===== config.mk =====
export PLATFORM = sky130hd
export DESIGN_NAME = cdr_lock_monitor_idle_power
export DESIGN_NICKNAME = d
export VERILOG_FILES = /design/src/lock_power_pkg.sv /design/src/idle_timer.sv /design/src/cdr_lock_monitor_idle_power.sv
export VERILOG_INCLUDE_DIRS = /design/src
export SDC_FILE = /design/constraint.sdc
export NUM_CORES = 1
export LEC_CHECK = 0
export BUFFER_PORTS_ARGS = -buffer_cell sky130_fd_sc_hd__buf_4
export CAP_MARGIN = 30
export CORE_ASPECT_RATIO = 1.75
export CORE_MARGIN = 4
export CORE_UTILIZATION = 45
export DETAILED_ROUTE_END_ITERATION = 6
export PLACE_DENSITY = 0.67
export SKIP_LAST_GASP = 1
export SYNTH_ARGS = -nofsm -noshare
export SYNTH_HDL_FRONTEND = slang
export SYNTH_SLANG_ARGS = --single-unit

===== constraint.sdc =====
create_clock -name clock -period 4.7 [get_ports clock]
set_input_delay 0.47 -clock clock [delete_from_list [all_inputs] [get_ports clock]]
set_output_delay 0.47 -clock clock [all_outputs]
set_load 0.01 [all_outputs]

===== src/lock_power_map.svh =====
// register map and timing constants for the lock and idle power block
`ifndef LOCK_POWER_MAP_SVH
`define LOCK_POWER_MAP_SVH
`define CTRL_OFFSET 8'h34
`define CTRL_RESET 8'h3F
`define PPM_RDY_BIT 7
`define IDLE_INHIBIT_BIT 6
`define RETRY_HI_BIT 5
`define RETRY_LO_BIT 4
`define IDLE_TIME_MS 100
`define CLOCK_MHZ 250
`define IDLE_CYCLES (`IDLE_TIME_MS * 1000 * `CLOCK_MHZ)
`endif


===== src/lock_power_pkg.sv =====
// types for the lock and idle power block
package lock_power_pkg;
  typedef enum logic [1:0] {LOCK_SEARCH, LOCK_HELD, LOCK_RECHECK} lock_state_e;
endpackage


===== src/idle_timer.sv =====
// idle timer: counts while signal detect is low
`timescale 1ns/1ps
`include "lock_power_map.svh"
module idle_timer #(
  parameter int unsigned IDLE_CYCLES = `IDLE_CYCLES
) (
  input wire logic clock,
  input wire logic rst_n,
  input wire logic signalDetect,
  output logic expired
);
  typedef struct packed {
    logic [31:0] count;
    logic expired;
  } timer_s;
  timer_s state_q;
  timer_s state_d;

  // count up to the limit and hold; any return of signal restarts it
  // idle time count
  always_comb begin
    state_d = state_q;
    if (signalDetect) begin
      state_d.count = 32'h00000000;
      state_d.expired = 1'b0;
    end else if (state_q.count >= IDLE_CYCLES[31:0] - 32'h00000001) begin
      state_d.expired = 1'b1;
    end else begin
      state_d.count = state_q.count + 32'h00000001;
    end
  end

  // reset clears the count so no false expiry follows reset
  always_ff @(posedge clock or negedge rst_n) begin
    if (!rst_n) begin
      state_q <= '0;
    end else begin
      state_q <= state_d;
    end
  end
  assign expired = state_q.expired;
endmodule


===== src/cdr_lock_monitor_idle_power.sv =====
// lock-loss filter, idle power-down and ppm ready flag for one channel
`timescale 1ns/1ps
`include "lock_power_map.svh"
module cdr_lock_monitor_idle_power #(
  parameter int unsigned IDLE_CYCLES = `IDLE_CYCLES
) (
  input wire logic clock,
  input wire logic rst_n,
  input wire logic regWrite,
  input wire logic regRead,
  input wire logic [7:0] regAddr,
  input wire logic [7:0] regWdata,
  output logic [7:0] regRdata,
  input wire logic lockCheck,
  input wire logic lockPass,
  input wire logic ppmCountNew,
  input wire logic signalDetect,
  output logic lockDetect,
  output logic powerDown
);
  // ------------------------------------------------------------
  // state
  // ------------------------------------------------------------
  // all state in one packed struct, registered as a whole
  typedef struct packed {
    lock_power_pkg::lock_state_e lockState;
    logic [1:0] recheck;
    logic lockDetect;
    logic powerDown;
    logic ppmReady;
    logic idleInhibit;
    logic [1:0] retryCount;
    logic [3:0] spare;
    logic [7:0] rdata;
  } ctrl_s;
  ctrl_s state_q;
  ctrl_s state_d;
  logic idleExpired;
  logic ctrlHit;

  // the timer runs on the same clock, so its expiry needs no crossing
  idle_timer #(
    .IDLE_CYCLES(IDLE_CYCLES)
  ) u_idle_timer (
    .clock(clock),
    .rst_n(rst_n),
    .signalDetect(signalDetect),
    .expired(idleExpired)
  );

  // only the control byte is decoded; every other address reads zero
  assign ctrlHit = (regAddr == `CTRL_OFFSET);

  // ------------------------------------------------------------
  // next state
  // ------------------------------------------------------------
  // one pass builds the whole next state; outputs are then plain flops
  always_comb begin
    state_d = state_q;
    // register write first so hardware events below win over it
    // writing the ready bit low acknowledges the count just read
    if (regWrite && ctrlHit) begin
      state_d.ppmReady = regWdata[`PPM_RDY_BIT];
      state_d.idleInhibit = regWdata[`IDLE_INHIBIT_BIT];
      state_d.retryCount = regWdata[`RETRY_HI_BIT:`RETRY_LO_BIT];
      state_d.spare = regWdata[3:0];
    end
    if (ppmCountNew) begin
      state_d.ppmReady = 1'b1;
    end
    // signal detect itself stays powered; only the other blocks follow
    // idle power-down
    state_d.powerDown = idleExpired && !state_d.idleInhibit;
    // lock filter acts only on a check strobe
    // retry field N allows N rechecks after the first failure: N+1 fails drop lock
    // a field rewritten at or below the recheck count mid-sequence ends it at the next failure
    if (lockCheck) begin
      unique case (state_q.lockState)
        lock_power_pkg::LOCK_SEARCH: begin
          if (lockPass) begin
            state_d.lockState = lock_power_pkg::LOCK_HELD;
            state_d.lockDetect = 1'b1;
            state_d.recheck = 2'h0;
          end
        end
        lock_power_pkg::LOCK_HELD: begin
          if (!lockPass) begin
            if (state_q.retryCount == 2'h0) begin
              state_d.lockState = lock_power_pkg::LOCK_SEARCH;
              state_d.lockDetect = 1'b0;
            end else begin
              state_d.lockState = lock_power_pkg::LOCK_RECHECK;
              state_d.recheck = 2'h1;
            end
          end
        end
        lock_power_pkg::LOCK_RECHECK: begin
          if (lockPass) begin
            state_d.lockState = lock_power_pkg::LOCK_HELD;
            state_d.recheck = 2'h0;
          end else if (state_q.recheck >= state_q.retryCount) begin
            state_d.lockState = lock_power_pkg::LOCK_SEARCH;
            state_d.lockDetect = 1'b0;
            state_d.recheck = 2'h0;
          end else begin
            state_d.recheck = state_q.recheck + 2'h1;
          end
        end
        // the unused state code falls back to search with a clean counter
        default: begin
          state_d.lockState = lock_power_pkg::LOCK_SEARCH;
          state_d.lockDetect = 1'b0;
          state_d.recheck = 2'h0;
        end
      endcase
    end
    // read data registered; unmapped addresses read zero
    if (regRead) begin
      state_d.rdata = ctrlHit ? {state_d.ppmReady, state_d.idleInhibit,
                                 state_d.retryCount, state_d.spare} : 8'h00;
    end
  end

  // ------------------------------------------------------------
  // registers
  // ------------------------------------------------------------
  // reset loads constants only; the control byte comes up as 8'h3F
  always_ff @(posedge clock or negedge rst_n) begin
    if (!rst_n) begin
      state_q.lockState <= lock_power_pkg::LOCK_SEARCH;
      state_q.recheck <= 2'h0;
      state_q.lockDetect <= 1'b0;
      state_q.powerDown <= 1'b0;
      state_q.ppmReady <= 1'b0;
      state_q.idleInhibit <= 1'b0;
      state_q.retryCount <= 2'h3;
      state_q.spare <= 4'hF;
      state_q.rdata <= 8'h00;
    end else begin
      state_q <= state_d;
    end
  end

  // outputs come straight from the state flops
  assign regRdata = state_q.rdata;
  assign lockDetect = state_q.lockDetect;
  assign powerDown = state_q.powerDown;
endmodule


==> results.cfg, run 1 <==
[final_layout]
final_cell_mix = dfrtp_1 (49), buf_4 (34), nor2_1 (23), nand2_1 (23), mux2_2 (21)
layout_commonest_cell = dfrtp_1
syn2layout_area_growth_pct = 10.5
nFillCells = 605
diodes = 0
design_area_um2 = 3220
layout-drive-gt1-share = 0.227
nNetsFinal = 352
finalCoreUtilization = 0.517
multi_input_area_um2 = 1330
register_area_um2 = 1380

[pwr]
seqPwrFrac = 0.605
internal_power_w = 0.000618
clockPowerShare = 0.313
cellPowerDensity_nw_per_um2 = 251
p_switching_w = 0.000190
switching_share = 0.235
irDropWorstVdd_v = 0.000108
leakage_nw = 1.43
pwr-share-comb = 0.082

[die]
rows = 38
core_area_um2 = 6230
die_y_um = 114
dieWidth_um = 68.8
pin_count = 34
dieArea_um2 = 7880
start_util = 0.468

[run_status]
outcome = complete, no violations

[synthesis]
synth_warnings = 0
syn_nets = 333
synthArstFlopShare = 1.00
ys.flop_type = dfrtp_1
yosysUniqueCellTypes = 44
syn_area_um2 = 2920
synth_cells = 306
synth_seq_cells = 55
avgSynthCellArea_um2 = 9.53
synth-edff-count = 0
seq_area_frac_synth = 0.475

[timing]
hold_viol = 0
fmax_mhz = 398
hold_slack_ns = 0.206
setup_violations = 0
finalClockSkew_ns = 0.00432
period_needed_ns = 2.52
worst_pin_slew_ns = 0.713
finalSetupTns_ns = 0
drv_slew = 0
slew_headroom = 0.524
post-route-period-util = 0.535
rsz0062_at_grt = false

[placement]
hpwl_um = 4180
port_buffers = 33
place_area_um2 = 3140
gp_congestion = 0.811

[setup_path]
crit_required_ns = 4.90
endpoint_kind = flop
cpMostUsedCell = nor4_1
rr_worst_depth = 5
crit_chain = nor4_1 > and3_1 > nand2_1 > nor4_1 > mux2_2
crit_path_max_fanout = 22
r2r-end = u_idle_timer.state_q[17]
cp_slowest_cell = nand2_1
slowest_delay_ns = 0.49
reg2reg_slack_ns = 2.18
worstReg2RegStart = u_idle_timer.state_q[30]
crit_arrival_ns = 2.71
start_kind = flop
cp-startpoint = u_idle_timer.state_q[30]
crit_type = flop to flop

[global_route]
grt_pass1_vias = 2301
grt_max_degree = 56
grt_usage = 0.164
antenna_found_initial = 0
gr-total-overflow = 0
grt_first_pass_wirelength_um = 10200

[clock_tree]
cts_root_buf = clkbuf_8
cts_hold_buf = 0
cts_tree = yes
clkTransAtPathRegs_ns = 0.09
cts_buffer_depth = 2
htree_levels = 2
cts_setup_buffers = 0
clock_latency_ns = 0.30
cts-resized-gates = 0
numCtsBuffers = 5
clock_sinks = 55

[routing]
dr.pass1.iters = 4
drt-initial-drc-count = 92
via_per_inst = 5.58
remaining_drc_errors = 0
wl_per_cell_um = 14.5
ant_nets = 0
routed_wl_um = 5900
vias = 2266

[job]
drv_cap = 0

[min_path]
hold_class = input port to asynchronous set/reset pin
[worst max-delay path: cells and delay by family (launching register included)]
| family | cells | cell delay (ns) |
|---|---|---|
| multiplexers | 1 | 0.37 |
| AND/OR/NAND/NOR | 4 | 1.65 |
| flip-flops | 1 | 0.39 |
[power by group through the flow]
stage / sequential (W) / combinational, W / clock, W
after CTS: 0.000489 / 0.0000677 / 0.000262
after detailed placement: 0.000498 / 0.0000675 / 0
final: 0.000488 / 0.0000661 / 0.000253
after floorplan: 0.000496 / 0.0000341 / 0
after global routing: 0.000490 / 0.0000754 / 0.000280
after global placement: 0.000497 / 0.0000654 / 0
[kinds of logic after synthesis]
kind of cell | Yosys count | share of synthesized area
adder cells (fa/ha/maj) | 3 | 0.0129
AND/OR/NAND/NOR | 124 | 0.227
multiplexers | 22 | 0.0846
buffers and inverters | 40 | 0.0682
XOR/XNOR | 2 | 0.00601
flip-flops | 55 | 0.475
AO/OA/AOI/OAI | 60 | 0.127
[through the flow]
step	std cells	power, W	worst slack [ns]
2_1_floorplan	306	0.000530	2.72
3_3_place_gp	398	0.000563	2.29
3_5_place_dp	398	0.000565	2.19
4_1_cts	406	0.000819	2.14
5_1_grt	406	0.000846	1.88
6_report	406	0.000807	2.18
[routing by layer]
layer,track usage,up-vias,part of all wire
met4,0.0599,0,0.021
met1,0.190,1092,0.40
li1,-,1114,-
met3,0.0275,12,0.046
met2,0.293,48,0.53
met5,0,-,0
[flip-flops by register name (all words and copies together) (netlist names)]
name,count
u_idle_timer.state_q,32
regRdata,8
lockDetect,1
state_q,12
powerDown,1
u_idle_timer.expired,1
[cell usage after synthesis (all sizes together), types with 6 or more instances]
| cell | number | area [µm²] |
|---|---|---|
| inv | 18 | 67.6 |
| nor2b | 12 | 75.1 |
| nor2 | 23 | 86.3 |
| nor4 | 9 | 56.3 |
| dfrtp | 49 | 1230 |
| nand3 | 15 | 75.1 |
| o21ai | 19 | 95.1 |
| o22ai | 7 | 43.8 |
| or3 | 11 | 68.8 |
| and3 | 10 | 62.6 |
| nand2 | 23 | 86.3 |
| buf | 13 | 97.6 |
| nand4 | 7 | 50.1 |
| dfstp | 6 | 158 |
| a21oi | 16 | 80.1 |
| mux2 | 21 | 236 |
| clkbuf | 9 | 33.8 |
[area by class of cell]
cell class / instances / area share
Timing Repair Buffer: 34 / 0.0793
Clock inverter: 1 / 0.00155
Multi-Input combinational cell: 211 / 0.414
Clock buffer: 7 / 0.0237
Sequential cell: 55 / 0.430
Inverter: 18 / 0.0210
Tap cell: 80 / 0.0311
[worst max path at each step]
stage,end,cells past startpoint
6_report,u_idle_timer.state_q[17],5
2_1_floorplan,u_idle_timer.state_q[1],6
5_1_grt,u_idle_timer.state_q[18],5
3_3_place_gp,u_idle_timer.state_q[17],5
3_5_place_dp,u_idle_timer.state_q[17],5
4_1_cts,u_idle_timer.state_q[17],5
Note: power is estimated with default switching activity, not from simulation.
==> run 2: changes to the inputs <==
--- a/config.mk
+++ b/config.mk
@@ -6,13 +6,14 @@
 export SDC_FILE = /design/constraint.sdc
 export NUM_CORES = 1
 export LEC_CHECK = 0
+export ABC_AREA = 1
 export BUFFER_PORTS_ARGS = -buffer_cell sky130_fd_sc_hd__buf_4
 export CAP_MARGIN = 30
 export CORE_ASPECT_RATIO = 1.75
 export CORE_MARGIN = 4
 export CORE_UTILIZATION = 45
 export DETAILED_ROUTE_END_ITERATION = 6
-export PLACE_DENSITY = 0.67
+export PLACE_DENSITY = 0.69
 export SKIP_LAST_GASP = 1
 export SYNTH_ARGS = -nofsm -noshare
 export SYNTH_HDL_FRONTEND = slang
==> constraint.sdc (replaced) <==
create_clock -name clock -period 2.21 [get_ports clock]
set_input_delay 0.221 -clock clock [delete_from_list [all_inputs] [get_ports clock]]
set_output_delay 0.221 -clock clock [all_outputs]
set_load 0.01 [all_outputs]
==> results.cfg, run 2 <==
[run_status]
outcome = complete, no violations

[synthesis]
synth_top_area_share = 0.380
yosysTopAreaCell = dfrtp_1
ys_top_cells_by_count = nand2_1 (108), nor2_1 (55), nand3_1 (50)
synth-edff-count = 0
syn_nets = 445
syn_area_um2 = 3220
synthArstFlopShare = 1.00
yosysUniqueCellTypes = 32
yosys.cell_count.top_type = nand2_1
avgSynthCellArea_um2 = 7.71
synth_seq_cells = 55
seq_area_frac_synth = 0.429
synth_cells = 418
synth_area_leaders = dfrtp_1 (38%), nand2_1 (13%), nand3_1 (7.8%), nor2_1 (6.4%), inv_1 (5.4%)
ys.flop_type = dfrtp_1
synth_warnings = 0

[timing]
fmax_mhz = 556
rsz0062_at_grt = false
drv_slew = 0
period_needed_ns = 1.80
finalClockSkew_ns = 0.00567
hold_viol = 0
worst_pin_slew_ns = 0.683
slew_headroom = 0.544
hold_slack_ns = 0.142
setup_ws_ns = 0.412
post-route-period-util = 0.814
finalSetupTns_ns = 0
setup_violations = 0

[setup_path]
crit_arrival_ns = 1.98
cp_slowest_cell = dfrtp_1
crit_required_ns = 2.39
start_kind = flop
rr_worst_depth = 9
slowest_delay_ns = 0.46
endpoint_kind = flop
cpMostUsedCell = nand3_2
crit_type = flop to flop
crit_chain = ha_1 > inv_1 > nor2_1 > nand2_1 > nand3_1 > nand3_2 > nand3_2 > buf_12 > o21ai_0
crit_path_max_fanout = 15

[routing]
drt-initial-drc-count = 119
ant_nets = 0
routed_wl_um = 6900
remaining_drc_errors = 0
dr.pass1.iters = 4
wl_per_cell_um = 13.0
vias = 2668
via_per_inst = 5.04

[final_layout]
final_cell_mix = nand2_1 (108), nor2_1 (55), nand3_1 (50)
multi_input_area_um2 = 1510
nNetsFinal = 471
register_area_um2 = 1380
final_cells = 529
top_register = u_idle_timer.state_q
nFillCells = 657
diodes = 0
layout-drive-gt1-share = 0.200
layout_commonest_cell = nand2_1
largest_reg_flops = 32
syn2layout_area_growth_pct = 12.0

[die]
rows = 40
dieArea_um2 = 8630
start_util = 0.467
dieWidth_um = 72.0
die_y_um = 120
core_area_um2 = 6910
pin_count = 34

[pwr]
irDropWorstVdd_v = 0.000340
cellPowerDensity_nw_per_um2 = 591
leakage_nw = 1.59
pwr-share-comb = 0.129
clockPowerShare = 0.360
switching_share = 0.258
internal_power_w = 0.00158
seqPwrFrac = 0.511
p_switching_w = 0.000550

[placement]
port_buffers = 33
gp_congestion = 0.857
hpwl_um = 5140
dp_cells = 520
dp_slack_ns = 0.413

[global_route]
grt_first_pass_wirelength_um = 11900
grt_usage = 0.174
grt_max_degree = 56
gr-total-overflow = 0
antenna_found_initial = 0
grt_pass1_vias = 2680

[clock_tree]
cts_tree = yes
htree_levels = 2
clock_sinks = 55
clkTransAtPathRegs_ns = 0.07
cts_buffer_depth = 2
cts_setup_buffers = 0
numCtsBuffers = 5
cts-resized-gates = 0
clock_latency_ns = 0.30
cts_root_buf = clkbuf_16

[min_path]
min_path_cells = 2
hold_class = input port to flop

[job]
drv_cap = 0
[run 2: cell types whose count changed in the layout (fill, tap and decap cells not counted), sizes merged, moves of 10 or more]
cell / previous run / this run
nor2: 23 / 61
a21oi: 16 / 0
and3: 10 / 0
inv: 18 / 49
mux2: 21 / 0
nand2: 23 / 112
nor2b: 12 / 0
nand3: 15 / 58
or3: 11 / 0
o21ai: 19 / 42
[run 2: logic make-up after synthesis]
family / synth area share
compound gates: 0.0908
xor+xnor: 0.0380
fa+ha+maj: 0.0116
buf+inv: 0.102
flops: 0.429
simple gates: 0.328
[run 2: power groups by stage]
stage / clock, W / combinational (W) / sequential (W)
floorplan: 0 / 0.000166 / 0.00111
CTS: 0.000802 / 0.000280 / 0.00109
global placement: 0 / 0.000268 / 0.00111
detailed placement: 0 / 0.000277 / 0.00111
finish: 0.000770 / 0.000275 / 0.00109
global route: 0.000828 / 0.000325 / 0.00110
[run 2: worst paths after layout]
check	to	slack (ns)	from
worst min register to register	state_q[11]	0.48	state_q[11]
min in group asynchronous	regRdata[1]	0.51	rst_n
worst max-delay path	u_idle_timer.state_q[7]	0.41	u_idle_timer.state_q[1]
max in group asynchronous	state_q[21]	1.25	rst_n
worst max register to register	u_idle_timer.state_q[7]	0.41	u_idle_timer.state_q[1]
worst min-delay path	u_idle_timer.state_q[26]	0.14	signalDetect
[run 2: routing by layer]
layer / vias to the layer above / wire length [µm] / global-route usage
met5: - / 0 / 0
met4: 0 / 195 / 0.0871
met3: 15 / 301 / 0.0344
met2: 53 / 3820 / 0.324
met1: 1233 / 2580 / 0.178
li1: 1367 / - / -
[run 2: worst max-delay path, delay by kind of cell (launching register included)]
kind / cells / cell delay (ns)
compound gates: 1 / 0.09
buf+inv: 2 / 0.25
fa+ha+maj: 1 / 0.25
simple gates: 5 / 0.62
flops: 1 / 0.46
[run 2: through the flow]
stage	util	instance area, µm²	power [W]
global route	0.523	3610	0.00225
global placement	0.501	3460	0.00138
detailed placement	0.501	3460	0.00139
CTS	0.523	3610	0.00217
finish	0.523	3610	0.00213
floorplan	-	3220	0.00127
[run 2: cell type report]
| class | instances | area share |
|---|---|---|
| Clock inverter | 2 | 0.00347 |
| Inverter | 49 | 0.0510 |
| Tap cell | 84 | 0.0291 |
| Multi-Input combinational cell | 297 | 0.418 |
| Timing Repair Buffer | 36 | 0.0790 |
| Clock buffer | 6 | 0.0357 |
| Sequential cell | 55 | 0.383 |
[run 2: repair_timing]
item / 4_1_cts / 5_1_grt
hold buffers: 1 / 0
hold endpoints to repair: 49 / 0
setup endpoints to repair: 0 / 0
